File: config.mk
export PLATFORM = sky130hd
export DESIGN_NAME = mirc_core
export DESIGN_NICKNAME = d
export VERILOG_FILES = /design/src/verilog/mirc_edge_det.v /design/src/verilog/mirc_core.v
export VERILOG_INCLUDE_DIRS = /design/src /design/src/verilog
export SDC_FILE = /design/constraint.sdc
export NUM_CORES = 1
export LEC_CHECK = 0
export ABC_AREA = 1
export BUFFER_PORTS_ARGS = -buffer_cell sky130_fd_sc_hd__buf_2
export CAP_MARGIN = 20
export CELL_PAD_IN_SITES_DETAIL_PLACEMENT = 0
export CELL_PAD_IN_SITES_GLOBAL_PLACEMENT = 1
export CORE_ASPECT_RATIO = 1.25
export CORE_MARGIN = 4
export CORE_UTILIZATION = 42
export CTS_CLUSTER_DIAMETER = 150
export DETAILED_ROUTE_END_ITERATION = 16
export GPL_ROUTABILITY_DRIVEN = 0
export GPL_TIMING_DRIVEN = 0
export PLACE_DENSITY_LB_ADDON = 0.1
export SYNTH_ARGS = -nofsm -noshare
export SYNTH_HDL_FRONTEND = slang
export SYNTH_SLANG_ARGS = --single-unit
File: constraint.sdc
create_clock -name core_clk -period 2.45 [get_ports core_clk]
set_input_delay 0.245 -clock core_clk [delete_from_list [all_inputs] [get_ports core_clk]]
set_output_delay 0.245 -clock core_clk [all_outputs]
set_load 0.01 [all_outputs]
File: src/verilog/mirc_map.vh
/*
  Register map, field positions and reset values of the interrupt request controller.
  Assumes APB with 32-bit data; each 8-bit register sits in the low bits of one word.
*/
`ifndef MIRC_MAP_VH
`define MIRC_MAP_VH

// ----------------------------------------------------------------------------
// byte addresses
// ----------------------------------------------------------------------------
`define MIRC_A_EDGE      8'h00
`define MIRC_A_CTRL_A    8'h04
`define MIRC_A_CTRL_B    8'h08
`define MIRC_A_CTRL_C    8'h0C
`define MIRC_A_GRP_A     8'h10
`define MIRC_A_GRP_B     8'h14
`define MIRC_A_GRP_C     8'h18
`define MIRC_A_STAT      8'h1C
`define MIRC_A_CLR       8'h20
`define MIRC_A_IEN       8'h24

// ----------------------------------------------------------------------------
// reset values and writable masks
// ----------------------------------------------------------------------------
`define MIRC_EDGE_RST    8'h03
`define MIRC_EDGE_MASK   8'h03
`define MIRC_CTRL_A_MASK 8'h7F
`define MIRC_CTRL_B_MASK 8'hFF
`define MIRC_CTRL_C_MASK 8'h11
`define MIRC_GRP_A_MASK  8'hFF
`define MIRC_GRP_B_MASK  8'h77
`define MIRC_GRP_C_MASK  8'h33
`define MIRC_ZERO8       8'h00

// ----------------------------------------------------------------------------
// field positions
// ----------------------------------------------------------------------------
`define MIRC_B_MASTER_EN 0
`define MIRC_B_PIN_EN    1
`define MIRC_B_CMP_EN    2
`define MIRC_B_G0_EN     3
`define MIRC_B_PIN_FLAG  4
`define MIRC_B_CMP_FLAG  5
`define MIRC_B_G0_FLAG   6
`define MIRC_B_G1_EN     0
`define MIRC_B_G2_EN     1
`define MIRC_B_ADC_EN    2
`define MIRC_B_TB0_EN    3
`define MIRC_B_G1_FLAG   4
`define MIRC_B_G2_FLAG   5
`define MIRC_B_ADC_FLAG  6
`define MIRC_B_TB0_FLAG  7
`define MIRC_B_TB1_EN    0
`define MIRC_B_TB1_FLAG  4

// status events: 0 pin, 1 cmp, 2 adc, 3 tb0, 4 tb1, 5..7 groups a..c
`define MIRC_NEV         8

`endif

File: src/verilog/mirc_edge_det.v
/*
  Pin synchroniser and edge qualifier for the external interrupt pin.
  Assumes the pin is asynchronous to core_clk.
*/
`timescale 1ns/1ps
module mirc_edge_det (
  input  wire       core_clk,
  input  wire       rst_b,
  input  wire       pin_in,
  input  wire [1:0] edge_sel,
  output reg        hit
);
  reg s1_r;
  reg s2_r;
  reg s3_r;

  // ----------------------------------------------------------------------------
  // three stages; only s2/s3 disagreement is a change
  // ----------------------------------------------------------------------------
  always @(posedge core_clk or negedge rst_b) begin
    if (!rst_b) begin
      s1_r <= 1'b0;
      s2_r <= 1'b0;
      s3_r <= 1'b0;
      hit  <= 1'b0;
    end else begin
      s1_r <= pin_in;
      s2_r <= s1_r;
      s3_r <= s2_r;
      hit  <= (edge_sel[0] & s2_r & ~s3_r) | (edge_sel[1] & ~s2_r & s3_r);
    end
  end
endmodule

File: src/verilog/mirc_core.v
/*
  Interrupt request controller: request flags, per-source and master enables,
  multi-function groups, external pin edge select, APB register slave.
  Assumes event inputs are one-cycle pulses on core_clk; the pin is asynchronous.
*/
// The APB slave port and the register offsets are this design's own decisions.
//
// Notes on behaviour
// - a source's trigger sets its flag in hardware; software may read or clear it
// - enabled pending request raises the service request to the processor
// - each source has an own enable gating its flag
// - flag value 1 means pending, 0 none; comparator flag at bit 5
// - pin flag set by pin activity on the selected edge
// - edge code 00 off, 01 rising, 10 falling, 11 both
// - timer, comparator, time base, low voltage, eeprom, converter sources
// - three group registers hold sub-flags and sub-enables
// - primary registers hold master enable, pin, comparator, converter, time bases, groups
// - unimplemented bits read as zero
`timescale 1ns/1ps
`include "mirc_map.vh"
module mirc_core (
  input  wire        core_clk,
  input  wire        rst_b,
  input  wire        psel,
  input  wire        penable,
  input  wire        pwrite,
  input  wire [7:0]  paddr,
  input  wire [31:0] pwdata,
  output reg         pready,
  output reg  [31:0] prdata,
  output reg         pslverr,
  input  wire        ext_pin,
  input  wire        cmp_evt,
  input  wire        adc_evt,
  input  wire [1:0]  tb_evt,
  input  wire [2:0]  tmr_period_evt,
  input  wire [2:0]  tmr_cmp_a_evt,
  input  wire        tmr_cmp_b_evt,
  input  wire        low_volt_evt,
  input  wire        eeprom_evt,
  output reg         service_req,
  output reg         irq
);
  reg  [7:0] edge_r;
  reg  [7:0] ctrl_a_r;
  reg  [7:0] ctrl_b_r;
  reg  [7:0] ctrl_c_r;
  reg  [7:0] grp_a_r;
  reg  [7:0] grp_b_r;
  reg  [7:0] grp_c_r;
  reg  [7:0] stat_r;
  reg  [7:0] ien_r;
  reg  [7:0] ctrl_a_nxt;
  reg  [7:0] ctrl_b_nxt;
  reg  [7:0] ctrl_c_nxt;
  reg  [7:0] grp_a_nxt;
  reg  [7:0] grp_b_nxt;
  reg  [7:0] grp_c_nxt;
  reg  [7:0] stat_nxt;
  reg  [31:0] rdata_nxt;
  reg         err_nxt;
  wire        pin_hit;
  wire        wr_en;
  wire        acc;
  wire [7:0]  wd;
  wire        grp_a_act;
  wire        grp_b_act;
  wire        grp_c_act;
  wire [7:0]  events;
  wire        pend;

  assign acc = psel & penable & ~pready;
  assign wr_en = acc & pwrite;
  assign wd = pwdata[7:0];

  // ----------------------------------------------------------------------------
  // external pin
  // ----------------------------------------------------------------------------
  mirc_edge_det u_edge (
    .core_clk (core_clk),
    .rst_b    (rst_b),
    .pin_in   (ext_pin),
    .edge_sel (edge_r[1:0]),
    .hit      (pin_hit)
  );

  // ----------------------------------------------------------------------------
  // group activity
  // ----------------------------------------------------------------------------
  // sub-flag and sub-enable
  assign grp_a_act = |(grp_a_r[7:4] & grp_a_r[3:0]);
  assign grp_b_act = |(grp_b_r[6:4] & grp_b_r[2:0]);
  assign grp_c_act = |(grp_c_r[5:4] & grp_c_r[1:0]);

  assign events = {grp_c_act, grp_b_act, grp_a_act, tb_evt[1], tb_evt[0],
                   adc_evt, cmp_evt, pin_hit};

  // ----------------------------------------------------------------------------
  // register next state; hardware set wins over software clear
  // ----------------------------------------------------------------------------
  always @* begin
    ctrl_a_nxt = ctrl_a_r;
    ctrl_b_nxt = ctrl_b_r;
    ctrl_c_nxt = ctrl_c_r;
    grp_a_nxt  = grp_a_r;
    grp_b_nxt  = grp_b_r;
    grp_c_nxt  = grp_c_r;
    stat_nxt   = stat_r;
    if (wr_en) begin
      case (paddr)
        `MIRC_A_CTRL_A: ctrl_a_nxt = wd & `MIRC_CTRL_A_MASK;
        `MIRC_A_CTRL_B: ctrl_b_nxt = wd & `MIRC_CTRL_B_MASK;
        `MIRC_A_CTRL_C: ctrl_c_nxt = wd & `MIRC_CTRL_C_MASK;
        `MIRC_A_GRP_A:  grp_a_nxt  = wd & `MIRC_GRP_A_MASK;
        `MIRC_A_GRP_B:  grp_b_nxt  = wd & `MIRC_GRP_B_MASK;
        `MIRC_A_GRP_C:  grp_c_nxt  = wd & `MIRC_GRP_C_MASK;
        `MIRC_A_CLR:    stat_nxt   = stat_r & ~wd;
        default: begin
        end
      endcase
    end
    if (pin_hit)
      ctrl_a_nxt[`MIRC_B_PIN_FLAG] = 1'b1;
    if (cmp_evt)
      ctrl_a_nxt[`MIRC_B_CMP_FLAG] = 1'b1;
    if (adc_evt)
      ctrl_b_nxt[`MIRC_B_ADC_FLAG] = 1'b1;
    if (tb_evt[0])
      ctrl_b_nxt[`MIRC_B_TB0_FLAG] = 1'b1;
    if (tb_evt[1])
      ctrl_c_nxt[`MIRC_B_TB1_FLAG] = 1'b1;
    grp_a_nxt[7:4] = grp_a_nxt[7:4] | {tmr_cmp_a_evt[1], tmr_period_evt[1],
                                        tmr_cmp_a_evt[0], tmr_period_evt[0]};
    grp_b_nxt[6:4] = grp_b_nxt[6:4] | {tmr_cmp_b_evt, tmr_cmp_a_evt[2],
                                        tmr_period_evt[2]};
    grp_c_nxt[5:4] = grp_c_nxt[5:4] | {eeprom_evt, low_volt_evt};
    if (grp_a_act)
      ctrl_a_nxt[`MIRC_B_G0_FLAG] = 1'b1;
    if (grp_b_act)
      ctrl_b_nxt[`MIRC_B_G1_FLAG] = 1'b1;
    if (grp_c_act)
      ctrl_b_nxt[`MIRC_B_G2_FLAG] = 1'b1;
    stat_nxt = stat_nxt | events;
  end

  // ----------------------------------------------------------------------------
  // read mux; unmapped addresses give pslverr
  // ----------------------------------------------------------------------------
  always @* begin
    rdata_nxt = 32'h00000000;
    err_nxt   = 1'b0;
    case (paddr)
      `MIRC_A_EDGE:   rdata_nxt[7:0] = edge_r & `MIRC_EDGE_MASK;
      `MIRC_A_CTRL_A: rdata_nxt[7:0] = ctrl_a_r;
      `MIRC_A_CTRL_B: rdata_nxt[7:0] = ctrl_b_r;
      `MIRC_A_CTRL_C: rdata_nxt[7:0] = ctrl_c_r;
      `MIRC_A_GRP_A:  rdata_nxt[7:0] = grp_a_r;
      `MIRC_A_GRP_B:  rdata_nxt[7:0] = grp_b_r;
      `MIRC_A_GRP_C:  rdata_nxt[7:0] = grp_c_r;
      `MIRC_A_STAT:   rdata_nxt[7:0] = stat_r;
      `MIRC_A_CLR:    rdata_nxt[7:0] = `MIRC_ZERO8;
      `MIRC_A_IEN:    rdata_nxt[7:0] = ien_r;
      default:        err_nxt = 1'b1;
    endcase
  end

  // ----------------------------------------------------------------------------
  // service request
  // ----------------------------------------------------------------------------
  // per-source enable
  assign pend =
    (ctrl_a_r[`MIRC_B_PIN_FLAG] & ctrl_a_r[`MIRC_B_PIN_EN]) |
    (ctrl_a_r[`MIRC_B_CMP_FLAG] & ctrl_a_r[`MIRC_B_CMP_EN]) |
    (ctrl_a_r[`MIRC_B_G0_FLAG]  & ctrl_a_r[`MIRC_B_G0_EN])  |
    (ctrl_b_r[`MIRC_B_G1_FLAG]  & ctrl_b_r[`MIRC_B_G1_EN])  |
    (ctrl_b_r[`MIRC_B_G2_FLAG]  & ctrl_b_r[`MIRC_B_G2_EN])  |
    (ctrl_b_r[`MIRC_B_ADC_FLAG] & ctrl_b_r[`MIRC_B_ADC_EN]) |
    (ctrl_b_r[`MIRC_B_TB0_FLAG] & ctrl_b_r[`MIRC_B_TB0_EN]) |
    (ctrl_c_r[`MIRC_B_TB1_FLAG] & ctrl_c_r[`MIRC_B_TB1_EN]);

  // ----------------------------------------------------------------------------
  // state
  // ----------------------------------------------------------------------------
  always @(posedge core_clk or negedge rst_b) begin
    if (!rst_b) begin
      edge_r      <= `MIRC_EDGE_RST;
      ctrl_a_r    <= `MIRC_ZERO8;
      ctrl_b_r    <= `MIRC_ZERO8;
      ctrl_c_r    <= `MIRC_ZERO8;
      grp_a_r     <= `MIRC_ZERO8;
      grp_b_r     <= `MIRC_ZERO8;
      grp_c_r     <= `MIRC_ZERO8;
      stat_r      <= `MIRC_ZERO8;
      ien_r       <= `MIRC_ZERO8;
      pready      <= 1'b0;
      prdata      <= 32'h00000000;
      pslverr     <= 1'b0;
      service_req <= 1'b0;
      irq         <= 1'b0;
    end else begin
      ctrl_a_r <= ctrl_a_nxt;
      ctrl_b_r <= ctrl_b_nxt;
      ctrl_c_r <= ctrl_c_nxt;
      grp_a_r  <= grp_a_nxt;
      grp_b_r  <= grp_b_nxt;
      grp_c_r  <= grp_c_nxt;
      stat_r   <= stat_nxt;
      if (wr_en && paddr == `MIRC_A_EDGE)
        edge_r <= wd & `MIRC_EDGE_MASK;
      if (wr_en && paddr == `MIRC_A_IEN)
        ien_r <= wd;
      // one wait state: answer in the cycle after the access phase starts
      pready  <= acc;
      pslverr <= acc & err_nxt;
      if (acc && !pwrite)
        prdata <= rdata_nxt;
      service_req <= pend & ctrl_a_r[`MIRC_B_MASTER_EN];
      irq <= |(stat_r & ien_r);
    end
  end
endmodule

Word-level counts from Yosys, hierarchy flattened. Cells that the tools add are included.

$mul: 0. $add $sub $neg: 0. Mux-type cells: 24. Magnitude comparators: 0. Bitwise gates (word level): 38. Reduce and logical (&&, ||, !) cells: 40. Div/mod/pow operators: 0. Shifts and indexed selects: 0. Eq/ne operators: 9.

Operator list (count): 8-bit one-hot mux with 9 select lines (1); 8-bit two-way mux (6); 8-bit by 5-bit equality test with 1-bit output, second input constant (4); 2-bit nonzero test (16); 7-bit two-way mux (4); 2-bit AND reduction (14); 1-bit bitwise AND (17); 8-bit bitwise AND (2); 8-bit by 4-bit equality test with 1-bit output, second input constant (2); 8-bit by 6-bit equality test with 1-bit output, second input constant (2); 6-bit two-way mux (2); 5-bit two-way mux (2); 10-bit OR reduction (1); 1-bit two-way mux (9); 8-bit by 3-bit equality test with 1-bit output, second input constant (1); 8-bit logical NOT (1); 8-bit inverter (1); 1-bit OR (8); 8-bit OR (1); 8-bit OR reduction (1); 4-bit bitwise AND (1); 4-bit OR (1); 4-bit OR reduction (1); 3-bit bitwise AND (1); 8 further kinds (12).

Output and inout bits: 36. Word-level logic and storage cells: 140. Bits in registers: 69. Bits in latches: 0. Bits in writable memories: 0. Bits of input ports: 59. Memories kept: 0. ROM bits: 0.

Logic depth before layout (Yosys ltp).
Depth after elaboration: 9. Gate-level depth with buffers: 11. Mapped depth without buffers: 11.

Cells and area by module. A second synthesis with hierarchy kept.

Cells, all modules: 443. Area total of the unflattened synthesis: 3598.5 um2.

By module, submodules not included: mirc_core (seq. area each 1629.1 um2, cells each 434, area an instance 3477.1 um2, times used 1); mirc_edge_det (seq. area each 100.1 um2, cells each 9, area an instance 121.4 um2, times used 1).

Least setup slack after synthesis. Ideal clock, no wire load.

Path kind: flip-flop to flip-flop. From: reg pready. To: reg grp_b_r[5]. Library setup time: 0.125 ns. Data arrival time: 1.234 ns. Setup slack: 1.091 ns. Period minus slack after synthesis: 1.359 ns. Data required time: 2.325 ns. Path buffers: 1. Cell stages (with the launch flop): 8. Path through: dfrtp_1 -> nor2_2 -> nand2_2 -> nor2_8 -> nand2_2 -> buf_6 -> a21oi_2 -> o21ai_1.

Word-level cells in the longest chain between the ends: 5.

Ends and longest elaborated chain: from (decl) (RTL line mirc_core.v:29) `output reg pready,`; from (signal assigned) (RTL line mirc_core.v:195) `pready <= 1'b0;`; from (signal assigned) (RTL line mirc_core.v:213) `pready <= acc;`; 1-bit inverter (RTL line mirc_core.v:72) `assign acc = psel & penable & ~pready;`; 1-bit bitwise AND (RTL line mirc_core.v:72); 1-bit bitwise AND (RTL line mirc_core.v:73) `assign wr_en = acc & pwrite;`; 7-bit two-way mux (RTL line mirc_core.v:109) `if (wr_en) begin`; 3-bit OR (RTL line mirc_core.v:134) `grp_b_nxt[6:4] = grp_b_nxt[6:4] | {tmr_cmp_b_evt, tmr_cmp_a_evt[2],`; net grp_b_nxt[5] (RTL line mirc_core.v:57) `reg [7:0] grp_b_nxt;`; to (signal assigned) (RTL line mirc_core.v:191) `` grp_b_r <= `MIRC_ZERO8; ``; to (signal assigned) (RTL line mirc_core.v:205) `grp_b_r <= grp_b_nxt;`; to (decl) (RTL line mirc_core.v:49) `reg [7:0] grp_b_r;`.

The timed path passes the listed nets, and every way through them passes these cells. A chain may end at the register's enable or synchronous reset.

Worst setup path after layout.
From: reg pready. To: reg stat_r[5].

Word-level cells in the longest chain between the ends: 5.

Ends and longest elaborated chain: 1-bit inverter (RTL line mirc_core.v:72); 1-bit bitwise AND (RTL line mirc_core.v:72); 1-bit bitwise AND (RTL line mirc_core.v:73); 8-bit two-way mux (RTL line mirc_core.v:109); 8-bit OR (RTL line mirc_core.v:143) `stat_nxt = stat_nxt | events;`; net stat_nxt[5] (RTL line mirc_core.v:59) `reg [7:0] stat_nxt;`; to (signal assigned) (RTL line mirc_core.v:193) `` stat_r <= `MIRC_ZERO8; ``; to (signal assigned) (RTL line mirc_core.v:207) `stat_r <= stat_nxt;`; to (decl) (RTL line mirc_core.v:51) `reg [7:0] stat_r;`.

The timed path passes the listed nets, and every way through them passes these cells.

==> run_results.csv <==
group,metric,value,unit
die,die_area,10300,sq um
critical_path,arrival,1.78,ns
timing,drv_slew,0,
placed_design,place_hpwl,7110,microns
finish,design_area,4330,sq um
global_route,track_usage,19.4,%
cts,clkLatencyLatePin,0.35,ns
placed_design,io_buffers,46,
run_status,status,"complete, no violations",
cts,cts_buffer_depth,2,
critical_path,worstSetupStartpointType,"register",
finish,syn_to_final_growth,17.4,%
timing,hold-worst-slack,0.00901,ns
cts,cts_sinks,69,
timing,hold_violations,0,
logic_synthesis,synth_cell_types,28,
global_route,grt_overflow,0,
routing,route.final.wire_length,9800,microns
critical_path,worst_setup_path_end_kind,"register",
die,die_x,91.8,microns
critical_path,path_class,"reg2reg",
routing,num_vias,3073,
timing,tightest_slew,0.906,ns
cts,htreeDepth,3,
finish,fin_nets,583,
die,die_h,113,microns
power_and_ir_drop,irDropWorstVdd,342,uV
routing,drt_pass1_iterations,4,
cts,cts_inserted_buffers,9,
critical_path,worstPathRequired,2.67,ns
routing,via_per_inst,4.76,
power_and_ir_drop,p_leak,2.27,nW
routing,drt_iter0_drc,223,
finish,antenna_cells,0,
global_route,grt_pass1_wl,15600,microns
finish,drive_gt1_share,27.8,%
die,core_area,8380,sq um
timing,setup_viol,0,
power_and_ir_drop,power_density,512,nW/um^2
die,initial_core_util,44.0,%
critical_path,r2r_start,"pready",
timing,fin_crit_sh,63.6,%
timing,tns,0,ns
logic_synthesis,synth_area,3680,sq um
cts,root_buffer,"clkbuf_8",
min_path,hold_class,"in2async",
routing,antenna_left,0,
timing,finalCriticalPeriod,1.56,ns
critical_path,rr_worst_depth,6,
timing,finClkSkew,0.00642,ns
placed_design,dpl.cell_count,629,
cts,cts-resized-gates,0,
logic_synthesis,ys_seq_area_share,46.9,%
global_route,grt_pass1_vias,3071,
critical_path,rr_endpoint,"stat_r[5]",
logic_synthesis,ys_seq_elements,69,
finish,final_cells,645,
global_route,grt_max_degree,70,
die,io_pins,95,
global_route,antenna_found_initial,0,
timing,rsz0062_at_grt,"false",
routing,remaining_drc_errors,0,
logic_synthesis,syn_inst,443,
timing,slew_headroom,39.6,%
run,cap_violations,0,
routing,routedWlPerCell,15.2,microns
cts,path_clk_slew,0.07,ns
critical_path,reg2reg_slack,0.89,ns
cts,cts_tree,"yes",
logic_synthesis,yosysWarnings,0,
logic_synthesis,avgSynthCellArea,8.32,sq um
critical_path,cp_max_fo,9,
die,rows,37,
timing,max_freq,642,MHz
placed_design,place_area,4150,sq um
-- cells in the final DEF (no fill, tap or decap), types with 3 or more instances in the layout --
cell        n
nor2_1     29
nor2_2      5
a21oi_1    17
dfrtp_1    67
a221oi_1    5
nand3_2     4
conb_1     24
nand2_1   134
nor2_4      5
inv_4       3
clkbuf_8   10
o21ai_2    14
buf_4      27
inv_1      36
nand3_1    21
buf_6       5
nand2_2    10
o21ai_1    22
nand2_4     6
buf_2      45
o21ai_0    19
-- final cells by class --
type	instances	area, sq um
plain buffers	31	251
clock buffers	11	141
clock inverters	4	25.0
fillers	801	4050
inverters	41	161
multi-input cells	325	1630
flip-flops and latches	69	1730
well taps	117	146
repair buffers	47	243
-- registers in the layout, summed over array words and instances, names as in the netlist --
| signal | flops |
|---|---|
| prdata | 8 |
| grp_b_r | 6 |
| service_req | 1 |
| u_edge.s1_r | 1 |
| edge_r | 2 |
| irq | 1 |
| ctrl_b_r | 8 |
| ctrl_a_r | 7 |
| grp_c_r | 4 |
| u_edge.s3_r | 1 |
| stat_r | 8 |
| ien_r | 8 |
| ctrl_c_r | 2 |
| grp_a_r | 8 |
| pready | 1 |
| pslverr | 1 |
| u_edge.hit | 1 |
| u_edge.s2_r | 1 |
-- critical path, cell delays in order, from the launching register on --
cell	delay (ns)
dfrtp_1	0.38
nor2_2	0.12
nand2_2	0.11
nor2_8	0.28
nand3_2	0.24
o21ai_0	0.22
nand2_1	0.07
-- power breakdown --
part / switching (mW) / total [mW] / internal (mW)
clock network: 0.433 / 0.819 / 0.386
logic: 0.138 / 0.217 / 0.0784
registers: 0.0157 / 1.18 / 1.16
-- worst max path at each step --
| stage | slack [ns] | end | from | depth (start not counted) |
|---|---|---|---|---|
| finish | 0.89 | stat_r[5] | pready | 6 |
| global route | 0.77 | stat_r[5] | pready | 6 |
| CTS | 0.89 | stat_r[5] | pready | 6 |
| detailed placement | 0.91 | stat_r[5] | pready | 6 |
| global placement | 0.76 | grp_a_r[2] | rst_b | 1 |
| floorplan | 1.09 | grp_b_r[5] | pready | 7 |
-- per-layer routing --
metal	up-vias	track usage [%]	part of all wire [%]
li1	1539	-	-
met1	1426	24.8	44
met2	93	32.2	49
met3	15	3.32	5.1
met4	0	9.02	2.2
met5	-	0	0
-- Yosys cell counts --
cell type | number | area share, %
nand3_2 | 4 | 1.1
a21oi_1 | 17 | 2.3
nor2_4 | 5 | 1.5
nand3_1 | 21 | 2.9
a21oi_2 | 1 | 0.24
nand2_4 | 6 | 1.8
o21ai_1 | 22 | 3.0
nor2_2 | 5 | 0.85
o211ai_2 | 2 | 0.68
conb_1 | 1 | 0.10
nor2_1 | 29 | 3.0
nand4_1 | 2 | 0.34
buf_6 | 5 | 1.5
a221oi_1 | 5 | 1.2
dfstp_2 | 2 | 1.4
nor3_1 | 1 | 0.14
nand2_2 | 10 | 1.7
dfrtp_1 | 67 | 46
o21ai_2 | 14 | 3.3
inv_2 | 2 | 0.20
nand2_1 | 134 | 14
o21ai_0 | 19 | 2.6
nor2_8 | 2 | 1.1
inv_1 | 36 | 3.7
inv_4 | 3 | 0.51
o31ai_1 | 1 | 0.20
buf_4 | 26 | 5.3
a22o_1 | 1 | 0.24
-- stage by stage --
step | util (%) | worst slack (ns) | power [mW]
2_1_floorplan | - | 1.09 | 1.33
3_3_place_gp | 49.5 | 0.758 | 1.41
3_5_place_dp | 49.5 | 0.908 | 1.42
4_1_cts | 51.6 | 0.891 | 2.24
5_1_grt | 51.6 | 0.771 | 2.30
6_report | 51.6 | 0.892 | 2.22
-- logic make-up (layout without fill, tap and decap cells) --
group / after synthesis / count (layout) / share of synthesized area [%]
simple gates: 219 / 219 / 28.0
other cells: 1 / 24 / 0.102
flops: 69 / 69 / 46.9
compound gates: 82 / 82 / 13.8
buf+inv: 72 / 134 / 11.2
-- repair_timing --
| item | 4_1_cts | 5_1_grt |
|---|---|---|
| hold endpoints to repair | 1 | 0 |
| hold buffers | 1 | 0 |
| buffers inserted | 0 | 0 |
Power figures use the tool's default switching activity.
